`src/lin_irq_defines.vh`:
```
// Register map, field positions and masks of the interrupt-enable block
`ifndef LIN_IRQ_DEFINES_VH
`define LIN_IRQ_DEFINES_VH

`define ADDR_W          8
`define OFS_CONTROL     8'h00
`define OFS_ENABLE_SET  8'h04
`define OFS_ENABLE_CLR  8'h08
`define OFS_STATUS      8'h0c
`define OFS_STATUS_CLR  8'h10

`define CTRL_LIN_MODE   0
`define CONTROL_RESET   1'b0
`define ENABLE_RESET    32'h00000000
`define STATUS_RESET    32'h00000000

`define BIT_BIT_ERR     31
`define BIT_PHYS_BUS    30
`define BIT_CHECKSUM    29
`define BIT_SYNC_FIELD  28
`define BIT_NO_RESP     27
`define BIT_FRAMING     26
`define BIT_OVERRUN     25
`define BIT_PARITY      24
`define BIT_IDENT       13
`define BIT_RX          9
`define BIT_TX          8
`define BIT_TOA3_WAKE   7
`define BIT_TOA_WAKE    6
`define BIT_BUS_TMO     4
`define BIT_WAKEUP      1
`define BIT_BREAK       0

// Implemented fields; all other positions reserved
`define IMPL_MASK       32'hff00_23d3
// Writable in LIN mode only, and effective in LIN mode only
`define LIN_ONLY_MASK   32'hf800_20d0
// Writable in SCI-compatible mode only
`define SCI_ONLY_MASK   32'h0000_0001

`endif

```
`src/enable_bit_cell.v`:
```
// One enable bit: write-one-to-set, write-one-to-clear, mode gating
`timescale 1ns/1ns
module enable_bit_cell #(
  parameter IMPL     = 1,
  parameter LIN_ONLY = 0,
  parameter SCI_ONLY = 0
) (
  input  wire mclk,
  input  wire sys_rst,
  input  wire linMode,
  input  wire setWr,
  input  wire clrWr,
  input  wire dataBit,
  output wire stored,
  output wire effective
);

  wire modeOk;
  reg  enable_q;
  reg  enable_d;

  assign modeOk = (LIN_ONLY != 0) ? linMode :
                  (SCI_ONLY != 0) ? ~linMode : 1'b1;

  always @* begin
    enable_d = enable_q;
    if (setWr && dataBit && modeOk) begin
      enable_d = 1'b1;
    end else if (clrWr && dataBit && modeOk) begin
      enable_d = 1'b0;
    end
  end

  always @(posedge mclk or posedge sys_rst) begin
    if (sys_rst) begin
      enable_q <= 1'b0;
    end else if (IMPL != 0) begin
      enable_q <= enable_d;
    end
  end

  assign stored = (IMPL != 0) ? enable_q : 1'b0;
  // LIN-only takes effect in LIN mode
  assign effective = stored & ((LIN_ONLY != 0) ? linMode : 1'b1);

endmodule // enable_bit_cell

```
`src/sticky_flag_bank.v`:
```
// Sticky event flags with write-one-to-clear; a set beats a clear
`timescale 1ns/1ns
module sticky_flag_bank #(
  parameter WIDTH = 32
) (
  input  wire             mclk,
  input  wire             sys_rst,
  input  wire [WIDTH-1:0] implMask,
  input  wire [WIDTH-1:0] setVec,
  input  wire             clrWr,
  input  wire [WIDTH-1:0] clrVec,
  output wire [WIDTH-1:0] flags
);

  reg  [WIDTH-1:0] flags_q;
  wire [WIDTH-1:0] flags_d;

  assign flags_d = ((flags_q & ~(clrVec & {WIDTH{clrWr}})) | setVec) & implMask;

  always @(posedge mclk or posedge sys_rst) begin
    if (sys_rst) begin
      flags_q <= {WIDTH{1'b0}};
    end else begin
      flags_q <= flags_d;
    end
  end

  assign flags = flags_q;

endmodule // sticky_flag_bank

```
`src/lin_sci_interrupt_enable_set.v`:
```
// Interrupt-enable set register of the LIN / SCI-compatible serial module
//
// Chosen here: the address-and-strobe port and the register addresses.
`timescale 1ns/1ns
`include "lin_irq_defines.vh"
module lin_sci_interrupt_enable_set #(
  parameter ADDR_W = `ADDR_W,
  parameter DATA_W = 32
) (
  input  wire              mclk,
  input  wire              sys_rst,
  input  wire [ADDR_W-1:0] regAddr,
  input  wire [DATA_W-1:0] regWdata,
  input  wire              regWr,
  input  wire              regRd,
  output wire [DATA_W-1:0] regRdata,
  input  wire              protected_write_mode,
  input  wire              bitErrorEvent,
  input  wire              physBusErrorEvent,
  input  wire              checksumErrorEvent,
  input  wire              syncFieldErrorEvent,
  input  wire              noResponseEvent,
  input  wire              framingErrorEvent,
  input  wire              overrunErrorEvent,
  input  wire              parityErrorEvent,
  input  wire              identifierEvent,
  input  wire              rxReadyEvent,
  input  wire              txReadyEvent,
  input  wire              timeoutThreeWakeupsEvent,
  input  wire              timeoutAfterWakeupEvent,
  input  wire              busTimeoutEvent,
  input  wire              wakeupEvent,
  input  wire              breakDetectEvent,
  output wire              serial_lin_module,
  output wire              bit_error_irq_enable,
  output wire              phys_bus_error_irq_enable,
  output wire              checksum_irq_enable,
  output wire              sync_field_error_irq_enable,
  output wire              no_response_irq_enable,
  output wire              framing_error_irq_enable,
  output wire              overrun_irq_enable,
  output wire              parity_irq_enable,
  output wire              identifier_irq_enable,
  output wire              rx_ready_irq_enable,
  output wire              tx_ready_irq_enable,
  output wire              timeout_three_wakeups_irq_enable,
  output wire              timeout_after_wakeup_irq_enable,
  output wire              bus_timeout_irq_enable,
  output wire              wakeup_irq_enable,
  output wire              break_detect_irq_enable,
  output wire              irq
);

  localparam [DATA_W-1:0] IMPL_MASK = `IMPL_MASK;
  localparam [DATA_W-1:0] LIN_MASK  = `LIN_ONLY_MASK;
  localparam [DATA_W-1:0] SCI_MASK  = `SCI_ONLY_MASK;

  reg              linMode_q;
  reg              linMode_d;
  reg [DATA_W-1:0] rdata_q;
  reg [DATA_W-1:0] rdata_d;

  wire             hitControl;
  wire             hitEnableSet;
  wire             hitEnableClr;
  wire             hitStatus;
  wire             hitStatusClr;
  wire             setWr;
  wire             clrWr;
  wire             statusClrWr;
  wire [DATA_W-1:0] enableStored;
  wire [DATA_W-1:0] enableEffective;
  wire [DATA_W-1:0] eventVec;
  wire [DATA_W-1:0] statusFlags;

  // Address decode
  assign hitControl   = (regAddr == `OFS_CONTROL);
  assign hitEnableSet = (regAddr == `OFS_ENABLE_SET);
  assign hitEnableClr = (regAddr == `OFS_ENABLE_CLR);
  assign hitStatus    = (regAddr == `OFS_STATUS);
  assign hitStatusClr = (regAddr == `OFS_STATUS_CLR);

  // writes behave alike in either protection mode
  assign setWr       = regWr & hitEnableSet;
  assign clrWr       = regWr & hitEnableClr;
  assign statusClrWr = regWr & hitStatusClr;

  // Mode control
  always @* begin
    linMode_d = linMode_q;
    if (regWr && hitControl) begin
      linMode_d = regWdata[`CTRL_LIN_MODE];
    end
  end

  always @(posedge mclk or posedge sys_rst) begin
    if (sys_rst) begin
      linMode_q <= `CONTROL_RESET;
    end else begin
      linMode_q <= linMode_d;
    end
  end

  assign serial_lin_module = linMode_q;

  // Enable bits, one cell per position
  genvar i;
  generate
    for (i = 0; i < DATA_W; i = i + 1) begin : gEnable
      enable_bit_cell #(
        .IMPL     (IMPL_MASK[i] ? 1 : 0),
        .LIN_ONLY (LIN_MASK[i] ? 1 : 0),
        .SCI_ONLY (SCI_MASK[i] ? 1 : 0)
      ) uCell (
        .mclk      (mclk),
        .sys_rst   (sys_rst),
        .linMode   (linMode_q),
        .setWr     (setWr),
        .clrWr     (clrWr),
        .dataBit   (regWdata[i]),
        .stored    (enableStored[i]),
        .effective (enableEffective[i])
      );
    end
  endgenerate

  assign bit_error_irq_enable = enableEffective[`BIT_BIT_ERR];

  // physical bus error, LIN mode only
  assign phys_bus_error_irq_enable = enableEffective[`BIT_PHYS_BUS];

  assign checksum_irq_enable = enableEffective[`BIT_CHECKSUM];

  // sync field error, LIN mode only
  assign sync_field_error_irq_enable = enableEffective[`BIT_SYNC_FIELD];

  // No-response error, LIN mode only
  assign no_response_irq_enable = enableEffective[`BIT_NO_RESP];

  assign framing_error_irq_enable = enableEffective[`BIT_FRAMING];

  // Overrun error, both modes
  assign overrun_irq_enable = enableEffective[`BIT_OVERRUN];

  // Parity error, both modes
  assign parity_irq_enable = enableEffective[`BIT_PARITY];

  // Identifier received, LIN mode only
  assign identifier_irq_enable = enableEffective[`BIT_IDENT];

  // Receive ready, both modes
  assign rx_ready_irq_enable = enableEffective[`BIT_RX];

  // Transmit ready, both modes
  assign tx_ready_irq_enable = enableEffective[`BIT_TX];

  // Timeout after three wakeups, LIN mode only
  assign timeout_three_wakeups_irq_enable = enableEffective[`BIT_TOA3_WAKE];

  // Timeout after one wakeup, LIN mode only
  assign timeout_after_wakeup_irq_enable = enableEffective[`BIT_TOA_WAKE];

  // Bus idle timeout, LIN mode only
  assign bus_timeout_irq_enable = enableEffective[`BIT_BUS_TMO];

  // Wakeup, both modes
  assign wakeup_irq_enable = enableEffective[`BIT_WAKEUP];

  // Break detect; only its write is mode-gated
  assign break_detect_irq_enable = enableEffective[`BIT_BREAK];

  // Events laid out in the enable register's positions
  assign eventVec[`BIT_BIT_ERR]    = bitErrorEvent;
  assign eventVec[`BIT_PHYS_BUS]   = physBusErrorEvent;
  assign eventVec[`BIT_CHECKSUM]   = checksumErrorEvent;
  assign eventVec[`BIT_SYNC_FIELD] = syncFieldErrorEvent;
  assign eventVec[`BIT_NO_RESP]    = noResponseEvent;
  assign eventVec[`BIT_FRAMING]    = framingErrorEvent;
  assign eventVec[`BIT_OVERRUN]    = overrunErrorEvent;
  assign eventVec[`BIT_PARITY]     = parityErrorEvent;
  assign eventVec[`BIT_IDENT]      = identifierEvent;
  assign eventVec[`BIT_RX]         = rxReadyEvent;
  assign eventVec[`BIT_TX]         = txReadyEvent;
  assign eventVec[`BIT_TOA3_WAKE]  = timeoutThreeWakeupsEvent;
  assign eventVec[`BIT_TOA_WAKE]   = timeoutAfterWakeupEvent;
  assign eventVec[`BIT_BUS_TMO]    = busTimeoutEvent;
  assign eventVec[`BIT_WAKEUP]     = wakeupEvent;
  assign eventVec[`BIT_BREAK]      = breakDetectEvent;

  // Reserved positions never flag
  assign eventVec[23:14] = 10'h000;
  assign eventVec[12:10] = 3'b000;
  assign eventVec[5]     = 1'b0;
  assign eventVec[3:2]   = 2'b00;

  // Sticky status; a same-cycle event beats the clear

  sticky_flag_bank #(
    .WIDTH (DATA_W)
  ) uStatus (
    .mclk     (mclk),
    .sys_rst  (sys_rst),
    .implMask (IMPL_MASK),
    .setVec   (eventVec),
    .clrWr    (statusClrWr),
    .clrVec   (regWdata),
    .flags    (statusFlags)
  );

  // Pending sources: a set flag with an effective enable
  wire [DATA_W-1:0] pendingVec;
  assign pendingVec = statusFlags & enableEffective;

  // Level interrupt while any source is pending
  assign irq = |pendingVec;

  // Read data, valid the cycle after the strobe
  always @* begin
    rdata_d = {DATA_W{1'b0}};
    if (regRd) begin
      if (hitEnableSet) begin
        // read back stored enables, any mode
        rdata_d = enableStored;
      end else if (hitControl) begin
        // Mode bit alone; the rest reads zero
        rdata_d[`CTRL_LIN_MODE] = linMode_q;
      end else if (hitStatus) begin
        // Raw sticky flags, whatever the enables
        rdata_d = statusFlags;
      end else begin
        // clear and unmapped addresses read zero
        rdata_d = {DATA_W{1'b0}};
      end
    end
  end

  always @(posedge mclk or posedge sys_rst) begin
    if (sys_rst) begin
      rdata_q <= {DATA_W{1'b0}};
    end else begin
      rdata_q <= rdata_d;
    end
  end

  assign regRdata = rdata_q;

endmodule // lin_sci_interrupt_enable_set

```
`config.mk`:
```
export PLATFORM = sky130hd
export DESIGN_NAME = lin_sci_interrupt_enable_set
export DESIGN_NICKNAME = d
export VERILOG_FILES = /design/src/enable_bit_cell.v /design/src/sticky_flag_bank.v /design/src/lin_sci_interrupt_enable_set.v
export VERILOG_INCLUDE_DIRS = /design/src /design/src/src
export SDC_FILE = /design/constraint.sdc
export NUM_CORES = 1
export LEC_CHECK = 0
export BUFFER_PORTS_ARGS = -buffer_cell sky130_fd_sc_hd__buf_2
export CAP_MARGIN = 20
export CORE_MARGIN = 2
export CORE_UTILIZATION = 42
export DETAILED_ROUTE_END_ITERATION = 8
export GPL_ROUTABILITY_DRIVEN = 0
export GPL_TIMING_DRIVEN = 1
export PLACE_DENSITY_LB_ADDON = 0.3
export REMOVE_ABC_BUFFERS = 1
export SYNTH_ARGS = -nofsm -noshare
export SYNTH_HDL_FRONTEND = slang
export SYNTH_SLANG_ARGS = --single-unit
```
`constraint.sdc`:
```
create_clock -name mclk -period 1.58 [get_ports mclk]
set_clock_uncertainty 0.15 [all_clocks]
set_input_delay 0.158 -clock mclk [delete_from_list [all_inputs] [get_ports mclk]]
set_output_delay 0.158 -clock mclk [all_outputs]
set_load 0.05 [all_outputs]
```
==> qor.yml <==
sta:
  timing.fmax_mhz: 497.3
  post-route-period-util_pct: 127.3
  finalCriticalPeriod_ns: 2.011
  whs_ns: 0.03007
  hold_violations: 0
  setup_viol_count_final: 3
  grt_setup_unrepaired: "yes"
  fin_ws_ns: -0.4307
  timing.final.max_slew_violations: 0
final_layout:
  most_common_cell_after_layout_fill_and_taps_aside: "sky130_fd_sc_hd__buf_2"
  nFillCells: 454
  finalNonFillerCells: 435
  mostFrequentLayoutCells: "sky130_fd_sc_hd__buf_2 (67), sky130_fd_sc_hd__dfrtp_1 (49), sky130_fd_sc_hd__buf_4 (43), sky130_fd_sc_hd__dlygate4sd3_1 (33)"
  finish.net_count: 423
  area_delta_synth_final_pct: 48.07
  drive_gt1_share_pct: 38.84
  layout.area.seq_um2: 1226
  multi_input_area_um2: 1079
  num_antenna_cells: 0
  layout.cell_area.non_filler_um2: 3607
detailed_routing:
  drc_errors: 0
  m1WireLength_mm: 2.869
  detail_route.wl_per_cell_um: 15.33
  dr_wl_met2_mm: 3.270
  drt_pre_antenna_iters: 4
  drt_wl_total_mm: 6.667
  routed_via_density: 5.168
  length_of_routed_met3_wiring_um: 421
  detail_route.iter0.violations: 111
  final_antenna_net_count: 0
  highest_layer: "met4"
  count_of_vias_placed_by_the_detailed_router: 2248
setup_path:
  end_kind: "primary output"
  critical_path.startpoint_type: "flop"
  worstSetupPathType: "flop to primary output"
  worst_path_maximum_fanout: 2
  worstPathArrival_ns: 1.70
  timing.critical_path.required_ns: 1.27
  ff2ff_path_depth: 4
floorplanning:
  floorplan.initialDensity_pct: 43.97
  top_level_ports: 111
  dieHeight_um: 80.16
  die_width_um: 80.16
  die_area_um2: 6426
  floorplan.core_area_um2: 5540
  num_rows: 27
clock_tree:
  ctsHtreeMaxLevel: 2
  tritoncts_num_sinks: 49
  clkTransAtPathRegs_ns: 0.08
  latest_clock_arrival_within_the_worst_skew_pair_ns: 0.30
  ctsRootBufferMaster: "sky130_fd_sc_hd__clkbuf_8"
  cts_buffers: 5
  tritoncts_clock_tree: "yes"
  cts_buffer_depth: 2
placement:
  place_area_um2: 3100
  placement.io_buffers: 77
  place_inst: 390
  dpl.hpwl_mm: 4.492
global_routing:
  global_route_wire_length_before_repair_mm: 10.49
  antenna_found_initial: 0
  grt_max_degree: 50
  grt_total_ovfl: 0
  track_usage_pct: 21.65
  first_global_vias: 2143
synthesis:
  netlist_area_um2: 2436
  yosys_cell_types: 29
  yosys_register_bits: 49
  synthesis.yosys.warnings: 0
  synthesis.instances: 213
  synth_seq_area_share_pct: 50.33
  postSynthAreaPerCell_um2: 11.44
worst_hold_path:
  worstHoldPathCells: 4
  hold_path.class: "input pin to flop"
run_status:
  run_status: "finished with violations"
  failed_checks: "negative setup slack"
pwr:
  power.density_cell_area_nw_per_um2: 691.2
  vdd_ir_drop_max_uv: 364.7
  p_leak_nw: 1.768
job:
  max-cap-violations: 0
==> sequential cells by signal, indices dropped and copies added, names as in the netlist <==
name                     flops
gEnable.uCell.effective      7
gEnable.uCell.stored         9
regRdata                    16
serial_lin_module            1
uStatus.flags               16
==> critical path, stage by stage, from the launching register on <==
cell                       delay (ns)
sky130_fd_sc_hd__dfrtp_1         0.39
sky130_fd_sc_hd__a222oi_1        0.41
sky130_fd_sc_hd__nand3_1         0.14
sky130_fd_sc_hd__a211o_1         0.31
sky130_fd_sc_hd__buf_6           0.16
==> Yosys cell counts <==
cell type	count	area, µm²
sky130_fd_sc_hd__buf_4	19	142.6
sky130_fd_sc_hd__and2_1	9	56.30
sky130_fd_sc_hd__o32a_1	16	160.2
sky130_fd_sc_hd__mux2_2	2	22.52
sky130_fd_sc_hd__conb_1	1	3.750
sky130_fd_sc_hd__nand2_1	1	3.750
sky130_fd_sc_hd__nand4_2	1	12.51
sky130_fd_sc_hd__nand4_1	17	106.4
sky130_fd_sc_hd__buf_6	1	11.26
sky130_fd_sc_hd__nor4b_1	1	8.760
sky130_fd_sc_hd__nor2_2	2	12.51
sky130_fd_sc_hd__a211o_1	1	8.760
sky130_fd_sc_hd__nand3_1	3	15.01
sky130_fd_sc_hd__nor4b_4	1	23.77
sky130_fd_sc_hd__clkbuf_1	3	11.26
sky130_fd_sc_hd__nor2_1	16	60.06
sky130_fd_sc_hd__mux2i_1	15	150.1
sky130_fd_sc_hd__inv_1	1	3.750
sky130_fd_sc_hd__and3b_1	1	8.760
sky130_fd_sc_hd__a22oi_1	5	37.54
sky130_fd_sc_hd__nand2b_1	16	100.1
sky130_fd_sc_hd__dfrtp_1	49	1226
sky130_fd_sc_hd__nor3_2	1	10.01
sky130_fd_sc_hd__a22o_1	17	148.9
sky130_fd_sc_hd__nor2b_1	3	18.77
sky130_fd_sc_hd__buf_2	6	30.03
sky130_fd_sc_hd__and3_1	2	12.51
sky130_fd_sc_hd__nand3_2	1	10.01
sky130_fd_sc_hd__a222oi_1	2	20.02
==> path summary, 6_finish.rpt <==
path | from | to | slack (ns)
worst min register to register | uStatus.flags[1] | uStatus.flags[1] | 0.39
max in group asynchronous | sys_rst | uStatus.flags[29] | 0.76
min in group asynchronous | sys_rst | regRdata[30] | 0.30
worst max register to register | serial_lin_module | gEnable[13].uCell.stored | 0.05
worst max-delay path | gEnable[7].uCell.stored | irq | -0.43
worst min-delay path | regAddr[4] | regRdata[0] | 0.03
==> cells by family (layout without fill, tap and decap cells) <==
kind of cell | count (synthesis) | in the layout | share of synthesized area [%]
compound gates | 41 | 41 | 15.41
buf+inv | 30 | 165 | 8.166
flops | 49 | 49 | 50.33
mux | 17 | 17 | 7.088
other cells | 1 | 16 | 0.1539
simple gates | 75 | 75 | 18.85
==> final cells by class <==
type,instances,area share (%)
Clock buffer,8,2.220
Multi-Input combinational cell,149,29.90
Tap cell,72,2.497
Timing Repair Buffer,156,31.29
Sequential cell,49,33.99
Inverter,1,0.1041
==> repair_timing <==
item	4_1_cts	5_1_grt
endpoints found under the hold margin	81	0
setup buffers	0	3
hold buffers	33	0
endpoints found under the setup margin	11	17
pin swaps	3	2
gates cloned	0	1
resized for setup	6	20
==> metrics by stage <==
step | util [%] | power, mW | setup slack (ns) | setup TNS (ns)
2_1_floorplan | - | 1.555 | -0.5964 | -12.04
3_3_place_gp | 55.96 | 1.726 | -0.1486 | -0.3364
3_5_place_dp | 55.96 | 1.731 | -0.1737 | -0.7484
4_1_cts | 63.66 | 2.501 | -0.4431 | -0.4431
5_1_grt | 65.11 | 2.607 | -0.5292 | -0.8017
6_report | 65.11 | 2.493 | -0.4307 | -0.4460
==> power breakdown <==
group	leakage (nW)	internal, mW	switching [mW]
sequential	0.600	1.26	0.00739
combinational	1.13	0.207	0.314
clock	0.0395	0.315	0.387
==> metal layers <==
metal / track usage [%] / vias up
met5: 0 / -
met3: 4.270 / 8
met4: 6.780 / 0
li1: - / 1065
met2: 36.00 / 85
met1: 28.45 / 1090
Power figures use the tool's default switching activity.
